## src/core/srlt_pkg.sv

```systemverilog
// Constants for the single-rate read latency table: bands, commands and cycle counts.
// Assumes both ends of the link use these names and the same core_clk.
// What this block does
// - All-ones byte marks command unsupported in band.
// - Band 90 MHz: code 01b, limit 5Ah.
// - Band 104 MHz: code 10b, limit 68h.
// - Band 133 MHz: code 10b, limit 85h.
// - Plain read unsupported at 80/90/104/133 MHz.
// - Fast, dual-out, quad-out reads: zero mode cycles.
// - Fast read: eight dummy cycles, all bands.
// - Dual-out: eight dummies, unsupported at 133 MHz.
// - Quad-out: eight dummies, unsupported at 133 MHz.
// - Dual I/O: four mode cycles, not 133.
// - Dual I/O dummies: 0, 1, 2 by band.
// - Quad I/O: two mode cycles, not 133.
// - Quad I/O dummies: 4, 4, 5 by band.
// - Band 80 MHz selected by code 00b.
package srlt_pkg;

  typedef enum logic [2:0] {
    SRLT_CMD_READ,
    SRLT_CMD_FAST,
    SRLT_CMD_DUAL_OUT,
    SRLT_CMD_QUAD_OUT,
    SRLT_CMD_DUAL_IO,
    SRLT_CMD_QUAD_IO
  } srlt_cmd_e;

  localparam int SRLT_NUM_BANDS = 4;
  localparam int SRLT_NUM_CMDS = 6;

  localparam logic [7:0] SRLT_UNSUPPORTED = 8'hFF;

  localparam logic [1:0] SRLT_CODE_80 = 2'h0;
  localparam logic [1:0] SRLT_CODE_90 = 2'h1;
  localparam logic [1:0] SRLT_CODE_104 = 2'h2;
  localparam logic [1:0] SRLT_CODE_133 = 2'h2;

  localparam logic [7:0] SRLT_LIMIT_80 = 8'h50;
  localparam logic [7:0] SRLT_LIMIT_90 = 8'h5A;
  localparam logic [7:0] SRLT_LIMIT_104 = 8'h68;
  localparam logic [7:0] SRLT_LIMIT_133 = 8'h85;

  // Band index 3 is the 133 MHz band; it shares code 10b with the 104 MHz band.
  localparam logic [1:0] SRLT_BAND_80 = 2'h0;
  localparam logic [1:0] SRLT_BAND_90 = 2'h1;
  localparam logic [1:0] SRLT_BAND_104 = 2'h2;
  localparam logic [1:0] SRLT_BAND_133 = 2'h3;

  localparam logic [7:0] SRLT_MODE_ZERO = 8'h00;
  localparam logic [7:0] SRLT_DUMMY_OUT = 8'h08;
  localparam logic [7:0] SRLT_MODE_DUAL_IO = 8'h04;
  localparam logic [7:0] SRLT_MODE_QUAD_IO = 8'h02;
  localparam logic [7:0] SRLT_DUMMY_DUAL_IO_80 = 8'h00;
  localparam logic [7:0] SRLT_DUMMY_DUAL_IO_90 = 8'h01;
  localparam logic [7:0] SRLT_DUMMY_DUAL_IO_104 = 8'h02;
  localparam logic [7:0] SRLT_DUMMY_QUAD_IO_80 = 8'h04;
  localparam logic [7:0] SRLT_DUMMY_QUAD_IO_90 = 8'h04;
  localparam logic [7:0] SRLT_DUMMY_QUAD_IO_104 = 8'h05;

  typedef struct packed {
    logic [7:0] mode;
    logic [7:0] dummy;
  } srlt_entry_s;

endpackage : srlt_pkg

```

## src/core/srlt_if.sv

```systemverilog
// Link between the host controller and the device latency table.
// Assumes one shared core_clk and reset.
`timescale 1ns/1ps
interface srlt_if (
  input wire logic core_clk,
  input wire logic reset
);
  logic req;
  srlt_pkg::srlt_cmd_e cmd;
  logic [7:0] freq_limit;
  logic [1:0] latency_code;
  logic ack;
  logic [7:0] mode_cycles;
  logic [7:0] dummy_cycles;
  logic supported;

  modport device (
    input core_clk,
    input reset,
    input req,
    input cmd,
    input freq_limit,
    input latency_code,
    output ack,
    output mode_cycles,
    output dummy_cycles,
    output supported
  );

  modport host (
    input core_clk,
    input reset,
    output req,
    output cmd,
    output freq_limit,
    output latency_code,
    input ack,
    input mode_cycles,
    input dummy_cycles,
    input supported
  );
endinterface : srlt_if

```

## src/core/srlt_device.sv

```systemverilog
// Device end: looks up mode and dummy cycle counts for a single-rate read.
// Assumes the host holds cmd, code and limit steady while req is high.
`timescale 1ns/1ps
module srlt_device (
  srlt_if.device lnk,
  output logic [1:0] band
);

  // The band is resolved from the code plus the frequency limit, since code 10b
  // alone cannot tell 104 MHz from 133 MHz.
  function automatic logic [1:0] srlt_band(input logic [1:0] code, input logic [7:0] limit);
    logic [1:0] b;
    b = srlt_pkg::SRLT_BAND_80;
    if (code == srlt_pkg::SRLT_CODE_90) begin
      b = srlt_pkg::SRLT_BAND_90;
    end else if (code == srlt_pkg::SRLT_CODE_133 && limit > srlt_pkg::SRLT_LIMIT_104) begin
      b = srlt_pkg::SRLT_BAND_133;
    end else if (code == srlt_pkg::SRLT_CODE_104) begin
      b = srlt_pkg::SRLT_BAND_104;
    end
    return b;
  endfunction : srlt_band

  function automatic srlt_pkg::srlt_entry_s srlt_lookup(input srlt_pkg::srlt_cmd_e c,
                                                       input logic [1:0] b);
    srlt_pkg::srlt_entry_s e;
    e.mode = srlt_pkg::SRLT_UNSUPPORTED;
    e.dummy = srlt_pkg::SRLT_UNSUPPORTED;
    case (c)
      srlt_pkg::SRLT_CMD_FAST: begin
        e.mode = srlt_pkg::SRLT_MODE_ZERO;
        e.dummy = srlt_pkg::SRLT_DUMMY_OUT;
      end
      srlt_pkg::SRLT_CMD_DUAL_OUT, srlt_pkg::SRLT_CMD_QUAD_OUT: begin
        if (b != srlt_pkg::SRLT_BAND_133) begin
          e.mode = srlt_pkg::SRLT_MODE_ZERO;
          e.dummy = srlt_pkg::SRLT_DUMMY_OUT;
        end
      end
      srlt_pkg::SRLT_CMD_DUAL_IO: begin
        if (b != srlt_pkg::SRLT_BAND_133) begin
          e.mode = srlt_pkg::SRLT_MODE_DUAL_IO;
          e.dummy = (b == srlt_pkg::SRLT_BAND_80) ? srlt_pkg::SRLT_DUMMY_DUAL_IO_80 :
                    (b == srlt_pkg::SRLT_BAND_90) ? srlt_pkg::SRLT_DUMMY_DUAL_IO_90 :
                    srlt_pkg::SRLT_DUMMY_DUAL_IO_104;
        end
      end
      srlt_pkg::SRLT_CMD_QUAD_IO: begin
        if (b != srlt_pkg::SRLT_BAND_133) begin
          e.mode = srlt_pkg::SRLT_MODE_QUAD_IO;
          e.dummy = (b == srlt_pkg::SRLT_BAND_80) ? srlt_pkg::SRLT_DUMMY_QUAD_IO_80 :
                    (b == srlt_pkg::SRLT_BAND_90) ? srlt_pkg::SRLT_DUMMY_QUAD_IO_90 :
                    srlt_pkg::SRLT_DUMMY_QUAD_IO_104;
        end
      end
      default: begin
        // Plain read stays all-ones in every band this table covers.
        e.mode = srlt_pkg::SRLT_UNSUPPORTED;
        e.dummy = srlt_pkg::SRLT_UNSUPPORTED;
      end
    endcase
    return e;
  endfunction : srlt_lookup

  srlt_pkg::srlt_entry_s ent_q;
  srlt_pkg::srlt_entry_s ent_d;
  logic ack_q;
  logic ack_d;
  logic [1:0] band_q;
  logic [1:0] band_d;

  always_comb begin
    band_d = band_q;
    ent_d = ent_q;
    ack_d = 1'b0;
    if (lnk.req) begin
      band_d = srlt_band(lnk.latency_code, lnk.freq_limit);
      ent_d = srlt_lookup(lnk.cmd, band_d);
      ack_d = 1'b1;
    end
  end

  always_ff @(posedge lnk.core_clk or posedge lnk.reset) begin
    if (lnk.reset) begin
      ent_q <= '{mode: srlt_pkg::SRLT_UNSUPPORTED, dummy: srlt_pkg::SRLT_UNSUPPORTED};
      ack_q <= 1'b0;
      band_q <= srlt_pkg::SRLT_BAND_80;
    end else begin
      ent_q <= ent_d;
      ack_q <= ack_d;
      band_q <= band_d;
    end
  end

  assign lnk.ack = ack_q;
  assign lnk.mode_cycles = ent_q.mode;
  assign lnk.dummy_cycles = ent_q.dummy;
  assign lnk.supported = (ent_q.mode != srlt_pkg::SRLT_UNSUPPORTED)
                         && (ent_q.dummy != srlt_pkg::SRLT_UNSUPPORTED);
  assign band = band_q;

endmodule : srlt_device

```

## src/flat_wrapper.sv

```systemverilog
// flat-port wrapper written by rule: the top's interface ports become plain ports
module srlt_device_flat 
  (band, core_clk, reset, lnk_req, lnk_cmd, lnk_freq_limit, lnk_latency_code, lnk_ack, lnk_mode_cycles, lnk_dummy_cycles, lnk_supported);
  srlt_if lnk_i (.core_clk(core_clk), .reset(reset));
  output logic [1:0] band;
  input wire logic core_clk;
  input wire logic reset;
  input wire logic [$bits(lnk_i.req)-1:0] lnk_req;
  input wire logic [$bits(lnk_i.cmd)-1:0] lnk_cmd;
  input wire logic [$bits(lnk_i.freq_limit)-1:0] lnk_freq_limit;
  input wire logic [$bits(lnk_i.latency_code)-1:0] lnk_latency_code;
  output wire logic [$bits(lnk_i.ack)-1:0] lnk_ack;
  output wire logic [$bits(lnk_i.mode_cycles)-1:0] lnk_mode_cycles;
  output wire logic [$bits(lnk_i.dummy_cycles)-1:0] lnk_dummy_cycles;
  output wire logic [$bits(lnk_i.supported)-1:0] lnk_supported;
  assign lnk_i.req = lnk_req;
  assign lnk_i.cmd = lnk_cmd;
  assign lnk_i.freq_limit = lnk_freq_limit;
  assign lnk_i.latency_code = lnk_latency_code;
  assign lnk_ack = lnk_i.ack;
  assign lnk_mode_cycles = lnk_i.mode_cycles;
  assign lnk_dummy_cycles = lnk_i.dummy_cycles;
  assign lnk_supported = lnk_i.supported;
  srlt_device u_core (.lnk(lnk_i), .band(band));
endmodule
```

## config.mk

```make
export PLATFORM = sky130hd
export DESIGN_NAME = srlt_device_flat
export DESIGN_NICKNAME = d
export VERILOG_FILES = /design/src/core/srlt_pkg.sv /design/src/core/srlt_if.sv /design/src/core/srlt_device.sv /design/src/flat_wrapper.sv
export SDC_FILE = /design/constraint.sdc
export NUM_CORES = 1
export LEC_CHECK = 0
export BUFFER_PORTS_ARGS = -buffer_cell sky130_fd_sc_hd__buf_2
export CORE_MARGIN = 2
export CORE_UTILIZATION = 41
export CTS_CLUSTER_DIAMETER = 200
export DETAILED_ROUTE_END_ITERATION = 6
export PLACE_DENSITY = 0.77
export SYNTH_ARGS = -nofsm -noshare
export SYNTH_HDL_FRONTEND = slang
export SYNTH_SLANG_ARGS = --single-unit
```

## constraint.sdc

```tcl
create_clock -name core_clk -period 1.44 [get_ports core_clk]
set_input_delay 0.216 -clock core_clk [delete_from_list [all_inputs] [get_ports core_clk]]
set_output_delay 0.216 -clock core_clk [all_outputs]
set_load 0.01 [all_outputs]
```

==> results.py <==
metrics = {
    "route": {
        "drtAntennaViolNets": 0,
        "drt_wl_total_um": 1200,
        "routedWlPerCell_um": 10.7,
        "dr.pass1.iters": 4,
        "vias": 560,
        "drt-initial-drc-count": 9,
        "vias_per_cell": 4.96,
        "drc": 0,
    },
    "synthesis": {
        "synth_nets": 81,
        "async_flop_share_pct": 100,
        "netlist_top_cells_count": "10 x buf_4, 6 x dfstp_2, 5 x a31oi_1, 5 x inv_1, 5 x nor2_1",
        "synth-seq-cells": 9,
        "synth_area_leaders": "dfstp_2 26%, buf_4 12%, dfrtp_1 12%",
        "syn_inst": 65,
        "yosys.area.top_type": "dfstp_2",
        "syn_avg_cell_area_um2": 9.45,
        "yosys_warnings": 0,
        "synth_seq_area_share_pct": 37.9,
        "synth_most_common_cell": "buf_4",
        "yosysTopAreaCellShare_pct": 25.7,
        "ys.flop_type": "dfstp_2",
        "synth_area_um2": 614,
        "synth-edff-count": 0,
        "yosys.cell_types.count": 27,
    },
    "pwr": {
        "power.internal_w": 0.000516,
        "total_power_w": 0.000735,
        "peakVddDrop_uv": 330,
        "switching_share_pct": 29.7,
        "p_leak_nw": 0.395,
        "pwr-share-seq_pct": 42.2,
        "power_frac_clock_pct": 24.7,
        "p_per_area_nw_per_um2": 920,
        "p_sw_w": 0.000218,
        "combPwrFrac_pct": 33.1,
    },
    "cells_and_area": {
        "antenna_cells": 0,
        "drive_above_1_share_pct": 60.2,
        "areaGrowthSynthToFinish_pct": 29.9,
        "nNetsFinal": 115,
        "design_area_um2": 798,
    },
    "global_route": {
        "antenna_found_initial": 0,
        "grt_pass1_vias": 473,
        "grt-ovfl-total": 0,
        "grt_max_degree": 15,
        "grt_pass1_wl_um": 1880,
        "grt_usage_pct": 13.4,
    },
    "floorplan": {
        "core_area_um2": 1350,
        "start_util_pct": 45.5,
        "io-pin-count": 36,
        "dieArea_um2": 1820,
        "fp.dieW_um": 42.7,
        "row_count": 13,
        "die_y_um": 42.7,
    },
    "cts": {
        "cts_tree": "built",
        "clock_latency_ns": 0.25,
        "clk_pin_slew_ns": 0.06,
        "htreeDepth": 1,
        "cts_buffer_depth": 2,
        "clock-sinks": 9,
        "numCtsBuffers": 3,
        "ctsRootBufferMaster": "clkbuf_4",
    },
    "timing": {
        "fin_crit_ns": 1.52,
        "relSlewSlack_pct": 75.7,
        "hold_viol_final": 0,
        "setup_slack_ns": -0.0764,
        "tightest_slew_ns": 0.361,
        "finalCritPeriodShare_pct": 105,
        "max_freq_mhz": 659,
        "skew_ns": 0,
        "drv_slew": 0,
        "rsz0062_at_grt": "yes",
        "final-setup-viol-count": 1,
    },
    "critical_path": {
        "cp_max_fo": 2,
        "cp-end-kind": "output pin",
        "crit_arrival_ns": 1.30,
        "crit_type": "flop to output pin",
        "cp.required_ns": 1.22,
        "start_kind": "flop",
    },
    "status": {
        "outcome": "finished, violations left",
        "violations": "setup timing",
    },
    "worst_hold_path": {
        "holdCritPathClass": "primary input to flop",
    },
    "placed_design": {
        "portBuffers": 35,
        "placed_area_um2": 739,
        "place_congestion": 0.764,
    },
    "flow_run": {
        "cap_violations": 0,
    },
}
## registers in the layout, summed over array words and instances (netlist names)
signal                   count
u_core.lnk.dummy_cycles      5
u_core.lnk.mode_cycles       1
u_core.band                  2
u_core.lnk.ack               1
## metal layers
layer | routed length (um) | track usage, % | share of wire (%)
met1 | 503 | 15.7 | 42
met2 | 629 | 24.2 | 52
met3 | 71 | 0 | 5.9
met4 | 0 | 7.50 | 0
met5 | 0 | 0 | 0
## final cells by class
type,instances,area (um^2)
fillers,129,552
multi-input cells,39,279
flip-flops and latches,9,233
repair buffers,41,223
clock buffers,4,26.3
inverters,5,18.8
well taps,15,18.8
## cells by family (layout without fill, tap and decap cells)
family | after synthesis | count (layout) | synth area share (%)
AO/OA/AOI/OAI | 21 | 21 | 25.3
AND/OR/NAND/NOR | 17 | 17 | 18.3
flip-flops | 9 | 9 | 37.9
buffers and inverters | 17 | 50 | 16.7
multiplexers | 1 | 1 | 1.83
## critical path: stages (launching register included)
cell     delay [ns]
dfstp_2        0.53
inv_2          0.03
or3_1          0.35
buf_2          0.14
## placed cells by master (no fill, tap or decap), types with 2 or more instances in the layout
cell and n:
a31oi_1 5, nand2b_1 4, a21o_1 2, inv_1 3
o21ai_0 2, o22ai_1 3, buf_4 5, clkbuf_4 3
inv_2 2, buf_2 35, a21oi_1 4, nor2_1 5
dfrtp_1 3, dfstp_2 6
## power by group through the flow
stage,Clock (W),Sequential (W),Combinational [W]
6_report,0.000182,0.000310,0.000243
5_1_grt,0.000198,0.000314,0.000267
4_1_cts,0.000188,0.000310,0.000241
3_5_place_dp,0,0.000313,0.000228
3_3_place_gp,0,0.000311,0.000226
2_1_floorplan,0,0.000333,0.000146
## per-stage QoR
stage | hold WS (ns) | setup slack, ns | util [%] | instances | TNS (ns)
after floorplan | 0.0396 | 0.157 | - | 65 | 0
after global placement | 0.175 | 0.186 | 54.8 | 105 | 0
after detailed placement | 0.181 | 0.173 | 54.8 | 105 | 0
after CTS | 0.209 | -0.0866 | 58.6 | 112 | -0.0866
after global routing | 0.223 | -0.108 | 59.1 | 113 | -0.525
final | 0.218 | -0.0764 | 59.1 | 113 | -0.0764
## timing repair
action,4_1_cts,5_1_grt
cloned,0,0
buffers inserted,2,1
pin swaps,1,0
hold endpoints to repair,3,0
gates resized for setup,2,0
hold buffers,1,0
setup endpoints to repair,1,1
## final timing paths
kind	startpoint	end	slack [ns]	cells after the start
worst max register to register	u_core.lnk.dummy_cycles[6]$_DFFE_PP1P_	u_core.lnk.dummy_cycles[6]$_DFFE_PP1P_	0.56	3
worst min register to register	u_core.lnk.mode_cycles[2]$_DFFE_PP1P_	u_core.lnk.mode_cycles[2]$_DFFE_PP1P_	0.49	2
max in group asynchronous	reset	u_core.lnk.dummy_cycles[6]$_DFFE_PP1P_	0.67	3
worst min-delay path	lnk_req	u_core.lnk.ack$_DFF_PP0_	0.22	1
min in group asynchronous	reset	u_core.lnk.ack$_DFF_PP0_	0.48	3
worst max-delay path	u_core.lnk.dummy_cycles[6]$_DFFE_PP1P_	lnk_supported	-0.08	3
No activity file was read; power rests on OpenSTA's default activity.
